[config.mk]
export PLATFORM = sky130hd
export DESIGN_NAME = pbcc_channel
export DESIGN_NICKNAME = d
export VERILOG_FILES = /design/src/pbcc_pkg.sv /design/src/pbcc_in_filter.sv /design/src/pbcc_channel.sv
export SDC_FILE = /design/constraint.sdc
export NUM_CORES = 1
export LEC_CHECK = 0
export BUFFER_PORTS_ARGS = -buffer_cell sky130_fd_sc_hd__buf_4
export CORE_UTILIZATION = 39
export DETAILED_ROUTE_END_ITERATION = 7
export PLACE_DENSITY = 0.84
export REMOVE_ABC_BUFFERS = 1
export SLEW_MARGIN = 25
export SYNTH_ARGS = -nofsm -noshare
export SYNTH_HDL_FRONTEND = slang
export SYNTH_SLANG_ARGS = --single-unit
[constraint.sdc]
create_clock -name ref_clk -period 1.2 [get_ports ref_clk]
set_clock_uncertainty 0.2 [all_clocks]
set_input_delay 0.12 -clock ref_clk [delete_from_list [all_inputs] [get_ports ref_clk]]
set_output_delay 0.12 -clock ref_clk [all_outputs]
set_load 0.01 [all_outputs]
[src/pbcc_pkg.sv]
package pbcc_pkg;
	// register address of the bypass channel three control register
	localparam logic [7:0] PBCC_REG_ADDR     = 8'h23;
	// field positions inside the control register
	localparam int         PBCC_EN_BIT       = 7;
	localparam int         PBCC_IEN_BIT      = 6;
	localparam int         PBCC_FORCE_BIT    = 1;
	localparam int         PBCC_DET_BIT      = 0;
	// reset values of the stored fields
	localparam logic       PBCC_EN_RST       = 1'h0;
	localparam logic       PBCC_IEN_RST      = 1'h0;
	localparam logic       PBCC_FORCE_RST    = 1'h1;
	// pins power up as inputs with weak pull-ups, so the filter idles high
	localparam logic       PBCC_PIN_RST      = 1'h1;
	// value loaded into the shared interrupt source register
	localparam logic [7:0] PBCC_IRQ_SRC_VAL  = PBCC_REG_ADDR;
	// loss-of-signal to bypass output latency budget
	localparam int         PBCC_CLK_MHZ      = 40;
	localparam int         PBCC_LOSS_LAT_NS  = 400;
	// longest time, so round down
	localparam int         PBCC_LOSS_LAT_CYC =
		(PBCC_LOSS_LAT_NS * PBCC_CLK_MHZ) / 1000;
	// default number of agreeing samples the glitch filter needs
	localparam int         PBCC_FILT_DEPTH   = 4;
	// pin indices inside the two-bit pin groups
	localparam int         PBCC_PIN_BYP      = 0;
	localparam int         PBCC_PIN_DET      = 1;
endpackage : pbcc_pkg

[src/pbcc_in_filter.sv]
// two-flop synchroniser followed by an agreement glitch filter
module pbcc_in_filter #(
	parameter int W     = 2,
	parameter int DEPTH = pbcc_pkg::PBCC_FILT_DEPTH
) (
	input  wire logic         ref_clk,
	input  wire logic         sys_rst,
	input  wire logic [W-1:0] pin_raw,
	output logic      [W-1:0] pin_filt
);
	// refuse depths that the agreement check cannot serve
	if (DEPTH < 2 || W < 1) begin : g_bad_param
		$error("pbcc_in_filter: DEPTH must be >= 2 and W >= 1");
	end

	logic [W-1:0] sync1_q;              // first stage, read only by second
	logic [W-1:0] sync2_q;              // metastability-safe copy
	logic [W-1:0] hist_q [DEPTH];       // recent synchronised samples
	logic [W-1:0] hist_d [DEPTH];
	logic [W-1:0] filt_q;               // filtered level
	logic [W-1:0] filt_d;

	// shift history; a bit changes only when every sample agrees
	always_comb begin
		hist_d[0] = sync2_q;
		for (int i = 1; i < DEPTH; i++) begin
			hist_d[i] = hist_q[i-1];
		end
		for (int b = 0; b < W; b++) begin
			filt_d[b] = filt_q[b];
			if (hist_q[0][b] == hist_q[DEPTH-1][b]) begin
				filt_d[b] = hist_q[0][b];
				for (int i = 1; i < DEPTH-1; i++) begin
					if (hist_q[i][b] != hist_q[0][b])
						filt_d[b] = filt_q[b];
				end
			end
		end
	end

	// registers; pins idle high thanks to the pull-ups
	always_ff @(posedge ref_clk or posedge sys_rst) begin
		if (sys_rst) begin
			sync1_q <= {W{pbcc_pkg::PBCC_PIN_RST}};
			sync2_q <= {W{pbcc_pkg::PBCC_PIN_RST}};
			for (int i = 0; i < DEPTH; i++) begin
				hist_q[i] <= {W{pbcc_pkg::PBCC_PIN_RST}};
			end
			filt_q  <= {W{pbcc_pkg::PBCC_PIN_RST}};
		end else begin
			sync1_q <= pin_raw;
			sync2_q <= sync1_q;
			hist_q  <= hist_d;
			filt_q  <= filt_d;
		end
	end

	assign pin_filt = filt_q;
endmodule : pbcc_in_filter

[src/pbcc_channel.sv]
module pbcc_channel #(
	parameter int FILT_DEPTH = pbcc_pkg::PBCC_FILT_DEPTH
) (
	input  wire logic       ref_clk,
	input  wire logic       sys_rst,
	// register port
	input  wire logic [7:0] reg_addr,
	input  wire logic       reg_wr_en,
	input  wire logic [7:0] reg_wdata,
	input  wire logic       reg_rd_en,
	output logic      [7:0] reg_rdata,
	// general port configuration of the two pins, index 0 bypass, 1 detect
	input  wire logic [1:0] gp_out,
	input  wire logic [1:0] gp_oe,
	// bypass select function from the bit control registers
	input  wire logic [1:0] bypass_sel_active,
	input  wire logic [1:0] bypass_sel_out,
	input  wire logic [1:0] bypass_sel_oe,
	// bypass output pin
	input  wire logic       bypass_output_pin_in,
	output logic            bypass_output_pin_out,
	output logic            bypass_output_pin_oe,
	// signal detected input pin
	input  wire logic       detect_input_pin_in,
	output logic            detect_input_pin_out,
	output logic            detect_input_pin_oe,
	// interrupt and shared source register load
	output logic            int_n,
	input  wire logic       irq_ack,
	output logic            irq_src_load,
	output logic      [7:0] irq_src_value
);
	// pin to clear: 2 sync + depth + agreement + flag flop must fit budget
	if (FILT_DEPTH + 4 > pbcc_pkg::PBCC_LOSS_LAT_CYC) begin : g_bad_depth
		$error("pbcc_channel: FILT_DEPTH too deep for latency");
	end

	logic [1:0] pin_filt;         // filtered levels of both pins
	logic       det_f;            // filtered signal detected
	logic       det_prev_q;       // previous filtered detect, edge finder
	logic       det_prev_d;
	logic       en_q;             // channel enable
	logic       en_d;
	logic       ien_q;            // detect interrupt enable
	logic       ien_d;
	logic       force_q;          // force bypass control, one = normal
	logic       force_d;
	logic       pend_q;           // interrupt pending
	logic       pend_d;
	logic       src_ld_q;         // one-cycle load of the source register
	logic       src_ld_d;
	logic [7:0] src_val_q;        // value presented to the source register
	logic [7:0] src_val_d;
	logic [7:0] rdata_q;          // read data, held until next read
	logic [7:0] rdata_d;
	logic       hit;              // access addresses this register
	logic       det_edge;         // transition on filtered detect

	pbcc_in_filter #(
		.W     (2),
		.DEPTH (FILT_DEPTH)
	) u_filt (
		.ref_clk  (ref_clk),
		.sys_rst  (sys_rst),
		.pin_raw  ({detect_input_pin_in, bypass_output_pin_in}),
		.pin_filt (pin_filt)
	);

	assign det_f    = pin_filt[pbcc_pkg::PBCC_PIN_DET];
	assign hit      = (reg_addr == pbcc_pkg::PBCC_REG_ADDR);
	assign det_edge = (det_f != det_prev_q);

	// control fields, interrupt and read data next values
	always_comb begin
		en_d      = en_q;
		ien_d     = ien_q;
		force_d    = force_q;
		pend_d     = pend_q;
		src_ld_d   = 1'h0;
		src_val_d  = src_val_q;
		rdata_d    = rdata_q;
		det_prev_d = det_f;
		// bits 5..2 and the detect bit are not stored on writes
		if (reg_wr_en && hit) begin
			en_d    = reg_wdata[pbcc_pkg::PBCC_EN_BIT];
			ien_d   = reg_wdata[pbcc_pkg::PBCC_IEN_BIT];
			force_d = reg_wdata[pbcc_pkg::PBCC_FORCE_BIT];
		end
		// hardware clear beats a write so loss of signal is never missed
		if (en_q && !det_f) begin
			force_d = 1'h0;
		end
		// acknowledge clears, but a fresh event in the same cycle wins
		if (irq_ack) begin
			pend_d = 1'h0;
		end
		if (en_q && ien_q && det_edge) begin
			pend_d    = 1'h1;
			src_ld_d  = 1'h1;
			src_val_d = pbcc_pkg::PBCC_IRQ_SRC_VAL;
		end
		// read: unmapped addresses answer zero
		if (reg_rd_en) begin
			rdata_d = 8'h00;
			if (hit) begin
				rdata_d[pbcc_pkg::PBCC_EN_BIT]  = en_q;
				rdata_d[pbcc_pkg::PBCC_IEN_BIT] = ien_q;
				// disabled: show the filtered pin so software learns
				// the pull-resistor default before enabling
				rdata_d[pbcc_pkg::PBCC_FORCE_BIT] = en_q ? force_q :
					pin_filt[pbcc_pkg::PBCC_PIN_BYP];
				rdata_d[pbcc_pkg::PBCC_DET_BIT]   = det_f;
			end
		end
	end

	// register the control group
	always_ff @(posedge ref_clk or posedge sys_rst) begin
		if (sys_rst) begin
			en_q      <= pbcc_pkg::PBCC_EN_RST;
			ien_q     <= pbcc_pkg::PBCC_IEN_RST;
			force_q    <= pbcc_pkg::PBCC_FORCE_RST;
			pend_q     <= 1'h0;
			src_ld_q   <= 1'h0;
			src_val_q  <= 8'h00;
			rdata_q    <= 8'h00;
			det_prev_q <= pbcc_pkg::PBCC_PIN_RST;
		end else begin
			en_q       <= en_d;
			ien_q      <= ien_d;
			force_q    <= force_d;
			pend_q     <= pend_d;
			src_ld_q   <= src_ld_d;
			src_val_q  <= src_val_d;
			rdata_q    <= rdata_d;
			det_prev_q <= det_prev_d;
		end
	end

	// pin steering: while enabled, bypass select first, then the channel; disabled, gpio only
	always_comb begin
		bypass_output_pin_out = gp_out[pbcc_pkg::PBCC_PIN_BYP];
		bypass_output_pin_oe  = gp_oe[pbcc_pkg::PBCC_PIN_BYP];
		detect_input_pin_out  = gp_out[pbcc_pkg::PBCC_PIN_DET];
		detect_input_pin_oe   = gp_oe[pbcc_pkg::PBCC_PIN_DET];
		if (en_q) begin
			// totem-pole drive; zero puts the external circuit in bypass
			bypass_output_pin_out = force_q;
			bypass_output_pin_oe  = 1'h1;
			detect_input_pin_out  = 1'h0;
			detect_input_pin_oe   = 1'h0;
			if (bypass_sel_active[pbcc_pkg::PBCC_PIN_BYP]) begin
				bypass_output_pin_out =
					bypass_sel_out[pbcc_pkg::PBCC_PIN_BYP];
				bypass_output_pin_oe  =
					bypass_sel_oe[pbcc_pkg::PBCC_PIN_BYP];
			end
			if (bypass_sel_active[pbcc_pkg::PBCC_PIN_DET]) begin
				detect_input_pin_out =
					bypass_sel_out[pbcc_pkg::PBCC_PIN_DET];
				detect_input_pin_oe  =
					bypass_sel_oe[pbcc_pkg::PBCC_PIN_DET];
			end
		end
	end

	assign int_n         = ~pend_q;
	assign irq_src_load  = src_ld_q;
	assign irq_src_value = src_val_q;
	assign reg_rdata     = rdata_q;

	// helper: consecutive cycles the raw detect pin has been low, enabled
	logic [7:0] low_cnt_q;
	always_ff @(posedge ref_clk or posedge sys_rst) begin
		if (sys_rst)
			low_cnt_q <= 8'h00;
		else if (!en_q || detect_input_pin_in)
			low_cnt_q <= 8'h00;
		else if (low_cnt_q != 8'hFF)
			low_cnt_q <= low_cnt_q + 8'h01;
	end

	AST_FORCE_AUTO_CLR: assert property (
		@(posedge ref_clk) disable iff (sys_rst)
		en_q && !det_f |=> !force_q)
		else $error("force bypass not cleared on filtered loss");

	AST_LOSS_LAT: assert property (
		@(posedge ref_clk) disable iff (sys_rst)
		low_cnt_q == 8'(pbcc_pkg::PBCC_LOSS_LAT_CYC)
		|-> bypass_sel_active[0] || !bypass_output_pin_out)
		else $error("bypass output late after loss of signal");

	AST_OUT_DRIVE: assert property (
		@(posedge ref_clk) disable iff (sys_rst)
		en_q && !bypass_sel_active[0]
		|-> bypass_output_pin_oe && bypass_output_pin_out == force_q)
		else $error("bypass pin not driven from force bypass");

	AST_DET_INPUT: assert property (
		@(posedge ref_clk) disable iff (sys_rst)
		en_q && !bypass_sel_active[1] |-> !detect_input_pin_oe)
		else $error("detect pin driven while channel enabled");

	AST_SEL_WINS: assert property (
		@(posedge ref_clk) disable iff (sys_rst)
		en_q && bypass_sel_active[0]
		|-> bypass_output_pin_oe == bypass_sel_oe[0]
		&& bypass_output_pin_out == bypass_sel_out[0])
		else $error("bypass select lost its pin");

	AST_DISABLED: assert property (
		@(posedge ref_clk) disable iff (sys_rst)
		!en_q |-> bypass_output_pin_oe == gp_oe[0]
		&& detect_input_pin_oe == gp_oe[1] ##1 !$rose(pend_q))
		else $error("disabled channel touched pins or interrupt");

	AST_IRQ_SET: assert property (
		@(posedge ref_clk) disable iff (sys_rst)
		en_q && ien_q && det_f != $past(det_f) ##1 1'b1 |-> !int_n)
		else $error("detect transition raised no interrupt");

	AST_NO_IRQ: assert property (
		@(posedge ref_clk) disable iff (sys_rst)
		$rose(pend_q) |-> $past(ien_q) && $past(en_q))
		else $error("interrupt with detect interrupt disabled");

	AST_SRC_LOAD: assert property (
		@(posedge ref_clk) disable iff (sys_rst)
		$rose(pend_q) |-> irq_src_load && irq_src_value == 8'h23)
		else $error("source register not loaded with 23h");

	AST_RD_DET: assert property (
		@(posedge ref_clk) disable iff (sys_rst)
		reg_rd_en && hit |=> reg_rdata[0] == $past(det_f)
		&& reg_rdata[5:2] == 4'h0)
		else $error("read of detect bit wrong");
endmodule : pbcc_channel

==> impl_summary.txt, run 1 <==
----------------------------------------------------
[Routing]
  Iteration count of the initial detailed-routing pass ... 4
  Via-per-instance ratio ... 4.64
  Vias ... 858
  Iter 0 DRT Violations ... 5
  Remaining design rule violation count ... 0
  Wire per inst ... 13.2 um
  Detailed-route wire length ... 2450 um
  Detail Route Antenna Nets ... 0

[Placed design]
  Post-detail-place hpwl ... 1520 um
  Placed cell areas ... approximately 0.0014 mm2
  Number of buffers inserted by port buffering ... 40
  Gpl congestion ... 0.693

[Final layout]
  Filler cell count in the final layout ... 160
  Number of nets in the finished design ... 189
  Signed area change from the synthesized netlist to the final layout ... 66.2%
  Post-layout instance area ... 0.00176 mm2
  Core utilization of the finished layout ... 69.7%
  Number of inserted diodes ... 0
  Sequential cell area in the final layout ... 648 um2
  Fraction of final layout cells with drive strength greater than 1 ... around 67%
  Multi-input combinational cell area ... 423 um2

[Job]
  Count of maximum capacitance violations ... 0

[Floorplan]
  Die area ... 0.00293 mm2
  Row cnt ... 18
  Width of the chip ... 54.1 um
  Effective utilization at floorplan ... 42.0%
  Die height ... ~54 um
  Count of pins on the block boundary ... 55
  Core area ... 0.00252 mm2

[Critical path]
  Critical path class ... flop to primary output
  Kind of start point of the critical path ... flop
  Register-to-register setup slack ... -0.15 ns
  Worst R2R Start ... u_filt.pin_filt[1]$_DFFE_PP1P_
  Critical Path Fanout Max ... 2
  Arrival time worst endpoint ... 1.21 ns
  Type of destination of the critical path ... primary output
  CP Launch Point ... force_q$_DFFE_PP1P_
  Worst path required time ... 0.88 ns

[Timing]
  Final Setup Violations ... 14
  Hold violation count in the final report ... 0
  Time the worst path needs with I/O delays and setup ... 1.53 ns
  Number of max-slew violations in the final report ... 0
  RSZ-0062 raised after global routing ... true
  Highest Clock Rate ... 0.653 GHz
  Final clock period utilization by the worst path ... 128%
  Crit path setup slack, layout ... -0.331 ns

[Clock tree]
  TritonCTS clock tree ... done
  Number of clock sinks ... 25
  Maximum level of the CTS H-tree ... 1
  Clock transition at the registers of the reported paths ... ~0.13 ns
  Number of buffers between clock root and the deepest sink ... 2
  Num CTS Buffers ... 3
  Root cell of the clock tree ... sky130_fd_sc_hd__clkbuf_4
  Clock latency on the worst-skew pair ... 0.32 ns

[Global route]
  Number of antenna violations at the first check in global routing ... 0
  Most used routing layer ... met2
  Number of global-route vias before repair ... a little under 900
  First-pass GRT wire length ... 3440 um
  Met1 demand-to-capacity share in global routing ... 15.8%
  Met3 GRT Util ... between 2 and 3%
  Largest net degree at the start of global routing ... 26
  GR Util All Layers ... about 17%
  Met2 usage in global routing ... 34.0%
  Congestion Overflow GR ... 0

[Power and ir drop]
  LEAKAGE ... 0.835 nW
  VDD IR-drop max ... 0.830 mV
  Total power divided by cell area ... 943 mW/mm2

[Hold path]
  Hold Crit Class ... input port to flop
  Hold_sp ... reg_addr[4]

[Status]
  Result of the run ... complete, but fails checks
  Violated checks ... setup timing

[Yosys]
  Number of synthesized flops with an enable pin ... 0
  Share of the synthesized area in the top cell type ... about 40%
  Synth Cell Area ... approximately 0.0011 mm2
  Async set or reset register ratio after synthesis ... 100%
  Sequential fraction of the synthesis area ... 61.0%
  Number of synthesis warnings ... 0
  Cell count after synthesis ... 89
  Leading post-synthesis cells by cell area ... sky130_fd_sc_hd__dfstp_2, sky130_fd_sc_hd__dfrtp_1, sky130_fd_sc_hd__buf_4, sky130_fd_sc_hd__inv_1, sky130_fd_sc_hd__mux2_4
  Cell type with the largest total area after synthesis ... sky130_fd_sc_hd__dfstp_2
  Unique masters post-synth ... 26
  Number of register bits inferred by synthesis ... 25
  Avg Inst Size Synth ... 11.9 um2
  Most used standard cell by instance count after synthesis ... sky130_fd_sc_hd__dfstp_2
  Most used DFF post-synth ... sky130_fd_sc_hd__dfstp_2
  Most numerous cell types in the synthesized netlist ... sky130_fd_sc_hd__dfstp_2, sky130_fd_sc_hd__buf_4, sky130_fd_sc_hd__dfrtp_1, sky130_fd_sc_hd__inv_1, sky130_fd_sc_hd__nand2_1

----------------------------------------------------
==> layout by cell type (no fill, tap or decap), types with 2 or more instances in the layout <==
master / netlist / final
sky130_fd_sc_hd__dfrtp_1: 9 / 7
sky130_fd_sc_hd__o22ai_2: 0 / 2
sky130_fd_sc_hd__buf_4: 11 / 41
sky130_fd_sc_hd__nand2_2: 0 / 3
sky130_fd_sc_hd__dlygate4sd3_1: 0 / 9
sky130_fd_sc_hd__nand2_1: 6 / 2
sky130_fd_sc_hd__mux2_4: 2 / 3
sky130_fd_sc_hd__clkbuf_4: 0 / 3
sky130_fd_sc_hd__conb_1: 1 / 9
sky130_fd_sc_hd__a21oi_2: 0 / 2
sky130_fd_sc_hd__nor2_1: 5 / 4
sky130_fd_sc_hd__o21ai_2: 0 / 2
sky130_fd_sc_hd__buf_6: 0 / 17
sky130_fd_sc_hd__o22ai_1: 4 / 2
sky130_fd_sc_hd__mux2i_1: 2 / 2
sky130_fd_sc_hd__dfstp_2: 16 / 16
sky130_fd_sc_hd__a31oi_1: 3 / 2
sky130_fd_sc_hd__or3_4: 0 / 2
sky130_fd_sc_hd__dfrtp_2: 0 / 2
sky130_fd_sc_hd__inv_1: 9 / 8
==> flip-flops by register name (all words and copies together) (netlist names) <==
register / cells
force_q: 1
det_prev_q: 1
irq_src_value: 1
u_filt.pin_filt: 2
pend_q: 1
irq_src_load: 1
u_filt.sync1_q: 2
u_filt.sync2_q: 2
en_q: 1
u_filt.hist_q: 2
reg_rdata: 4
ien_q: 1
u_filt.hist_d: 6
==> per-stage QoR <==
| step | instances | setup TNS, ns | hold slack, ns | worst slack (ns) | power, mW |
|---|---|---|---|---|---|
| floorplan | 84 | -0.281 | -0.0755 | -0.105 | 1.05 |
| global placement | 159 | -0.571 | -0.0242 | -0.154 | 1.16 |
| detailed placement | 159 | -0.932 | -0.00928 | -0.181 | 1.18 |
| CTS | 182 | -1.96 | 0.00475 | -0.311 | 1.63 |
| global route | 185 | -2.67 | 0.00419 | -0.415 | 1.76 |
| finish | 185 | -1.94 | 0.0121 | -0.331 | 1.66 |
==> worst paths after layout <==
kind	end	cells after the start
min in group asynchronous	reg_rdata[7]$_DFFE_PP0P_	4
hold reg to reg	u_filt.hist_d[4]$_DFF_PP1_	0
setup / recovery	bypass_output_pin_out	3
setup reg to reg	irq_src_value[0]$_DFFE_PP0P_	3
hold / removal	ien_q$_DFFE_PP0P_	4
max in group asynchronous	u_filt.pin_filt[0]$_DFFE_PP1P_	4
==> final cells by class <==
type	instances	area share (%)
clock buffers	3	1.28
clock inverters	1	0.284
inverters	9	1.92
multi-input cells	50	24.0
flip-flops and latches	25	36.8
well taps	30	2.13
repair buffers	67	33.5
==> metal layers <==
| layer | vias up | part of all wire [%] |
|---|---|---|
| li1 | 407 | - |
| met1 | 404 | 35 |
| met2 | 41 | 56 |
| met3 | 6 | 6.0 |
| met4 | 0 | 3.1 |
| met5 | - | 0 |
==> power breakdown <==
part	internal [mW]	total, mW	switching [mW]
clock network	0.125	0.362	0.238
logic	0.200	0.343	0.144
registers	0.922	0.954	0.0322
total	1.25	1.66	0.413
==> logic make-up after synthesis <==
family	share of synthesized area, %
compound gates	7.21
simple gates	13.1
xor+xnor	0.828
buf+inv	11.7
mux	5.79
flops	61.0
other cells	0.354
==> what timing repair did <==
item,in CTS,in global routing
pin swaps,7,2
gates cloned,0,0
setup buffers,10,3
hold buffers,9,0
resized for setup,15,29
endpoints found under the hold margin,35,0
setup endpoints to repair,14,21
==> worst max-delay path, stage by stage, from the launching register on <==
cell and delay (ns):
sky130_fd_sc_hd__dfstp_2 0.55, sky130_fd_sc_hd__mux2i_1 0.07, sky130_fd_sc_hd__a21oi_1 0.14, sky130_fd_sc_hd__buf_4 0.14
Power figures use the tool's default switching activity.
==> inputs of run 2 (changes only) <==
CAP_MARGIN = 5   (was default)
TNS_END_PERCENT = 20   (was default)
==> impl_summary.txt, run 2 (synthesized netlist as in run 1, its figures left out) <==
----------------------------------------------------
[Floorplan]
  Width of the chip ... 54.1 um (unchanged)
  Count of pins on the block boundary ... 55 (unchanged)
  Die area ... 0.00293 mm2 (unchanged)
  Core area ... 0.00252 mm2 (unchanged)
  Effective utilization at floorplan ... 42.0% (unchanged)
  Die height ... 54.1 um (unchanged)
  Row cnt ... 18 (unchanged)

[Timing]
  Time the worst path needs with I/O delays and setup ... 1.52 ns (-0.00806 ns)
  Final Setup Violations ... 15 (+1)
  Crit path setup slack, layout ... -0.323 ns (+0.00806 ns)
  RSZ-0062 raised after global routing ... true
  Hold violation count in the final report ... 0 (unchanged)
  Number of max-slew violations in the final report ... 0 (unchanged)
  Final Hold Slack ... 0.00761 ns (-0.00453 ns)
  Highest Clock Rate ... 0.657 GHz (+0.53%)
  Final clock period utilization by the worst path ... 127% (-0.67 points)
  Summed negative setup slack over all endpoints ... -1.90 ns (+0.0376 ns)

[Global route]
  Number of global-route vias before repair ... 824 (-5.4%)
  First-pass GRT wire length ... 3240 um (-5.8%)
  GR Util All Layers ... 16.1% (-1.1 points)
  Number of antenna violations at the first check in global routing ... 0 (unchanged)
  Congestion Overflow GR ... 0 (unchanged)
  Largest net degree at the start of global routing ... 26 (unchanged)

[Routing]
  Iter 0 DRT Violations ... 6 (+1)
  Wire per inst ... 12.8 um (-3.7%)
  Detail Route Antenna Nets ... 0 (unchanged)
  Detailed-route wire length ... 2260 um (-7.8%)
  Via-per-instance ratio ... 4.66 (+0.50%)
  Remaining design rule violation count ... 0 (unchanged)
  Iteration count of the initial detailed-routing pass ... 4 (unchanged)
  Vias ... 825 (-3.8%)

[Job]
  Count of maximum capacitance violations ... 0 (unchanged)

[Critical path]
  Type of destination of the critical path ... primary output
  CP Launch Point ... en_q$_DFFE_PP0P_
  Worst path required time ... 0.88 ns (about the same)
  Critical Path Fanout Max ... 4 (+2)
  Worst R2R Start ... en_q$_DFFE_PP0P_
  Critical path class ... flop to primary output
  Kind of start point of the critical path ... flop
  Arrival time worst endpoint ... 1.20 ns (about the same)

[Placed design]
  Minimum setup slack after placement ... -0.181 ns (unchanged)
  Number of buffers inserted by port buffering ... 40 (unchanged)
  Post-detail-place hpwl ... 1520 um (unchanged)
  Gpl congestion ... 0.693 (unchanged)

[Clock tree]
  TritonCTS clock tree ... done
  Clock latency on the worst-skew pair ... 0.32 ns (about the same)
  Number of buffers between clock root and the deepest sink ... 2 (unchanged)
  Maximum level of the CTS H-tree ... 1 (unchanged)
  Clock transition at the registers of the reported paths ... 0.13 ns (about the same)
  Number of clock sinks ... 25 (unchanged)
  Root cell of the clock tree ... sky130_fd_sc_hd__clkbuf_4
  Num CTS Buffers ... 3 (unchanged)

[Final layout]
  Number of nets in the finished design ... 181 (-4.2%)
  Core utilization of the finished layout ... 64.0% (-5.7 points)
  Fraction of final layout cells with drive strength greater than 1 ... 58.5% (-8.6 points)
  Most common cell after layout, fill and taps aside ... sky130_fd_sc_hd__buf_4
  Signed area change from the synthesized netlist to the final layout ... 52.6%
  Number of inserted diodes ... 0 (unchanged)
  Filler cell count in the final layout ... 191 (+19%)
  Max FFs per register ... 6 (unchanged)
  Highest-count cells in the layout ignoring fill and taps ... sky130_fd_sc_hd__buf_4, sky130_fd_sc_hd__dfstp_2

[Hold path]
  Hold_sp ... reg_addr[2]
  Hold Crit Class ... input port to flop

[Power and ir drop]
  Power consumption ... 1.61 mW (-3.0%)
  Total power divided by cell area ... 997 mW/mm2 (+5.7%)
  VDD IR-drop max ... 0.814 mV (-1.9%)
  LEAKAGE ... 0.779 nW (-6.6%)

[Status]
  Violated checks ... setup timing
  Result of the run ... complete, but fails checks

----------------------------------------------------
==> run 2: changes by cell type in the layout (fill, tap and decap cells not counted), sizes merged <==
| cell | before | now |
|---|---|---|
| buf | 58 | 50 |
==> run 2: worst paths after layout <==
check                      slack, ns                        endpoint  cells past startpoint
max in group asynchronous       0.32  u_filt.pin_filt[0]$_DFFE_PP1P_                      4
min in group asynchronous       0.18               ien_q$_DFFE_PP0P_                      4
min reg2reg                     0.15      u_filt.hist_d[4]$_DFF_PP1_                      0
min                            0.008               ien_q$_DFFE_PP0P_                      4
max                            -0.32            bypass_output_pin_oe                      3
max reg2reg                    -0.16                en_q$_DFFE_PP0P_                      4
==> run 2: power breakdown <==
group,switching [mW],leakage [nW],internal (mW)
clock,0.238,0.0177,0.125
combinational,0.125,0.468,0.171
sequential,0.0305,0.293,0.921
total,0.393,0.779,1.22
==> run 2: critical path: stages (launching register included) <==
cell	delay, ns
sky130_fd_sc_hd__dfrtp_1	0.45
sky130_fd_sc_hd__nor2_1	0.25
sky130_fd_sc_hd__a31oi_4	0.04
sky130_fd_sc_hd__buf_4	0.15
==> run 2: metrics by stage <==
stage          instances  area, um2
4_1_cts              176       1550
2_1_floorplan         84        998
5_1_grt              177       1620
6_report             177       1620
3_5_place_dp         159       1370
3_3_place_gp         159       1370
==> run 2: final cells by class <==
class / instances / area, um2 / share of cell area [%]
clock buffer: 3 / 22.5 / 1.39
clock inverter: 1 / 5.00 / 0.310
inverter: 9 / 33.8 / 2.09
multi-input combinational: 50 / 372 / 23.0
sequential: 25 / 646 / 40.0
tap: 30 / 37.5 / 2.32
timing repair buffer: 59 / 499 / 30.9
==> run 2: routing by layer <==
| layer | GRT usage [%] | wire length (um) | share of wire [%] |
|---|---|---|---|
| met3 | 2.82 | 152 | 6.7 |
| met2 | 30.5 | 1230 | 55 |
| met5 | 0 | 0 | 0 |
| met4 | 10.7 | 92 | 4.1 |
| met1 | 15.6 | 779 | 34 |
==> run 2: what timing repair did <==
| item | CTS | global route |
|---|---|---|
| pin swaps | 7 | 0 |
| hold endpoints to repair | 35 | 0 |
| gates resized for setup | 9 | 14 |
| endpoints found under the setup margin | 14 | 20 |
| hold buffers | 9 | 0 |
| cloned | 0 | 0 |
| setup buffers | 4 | 1 |
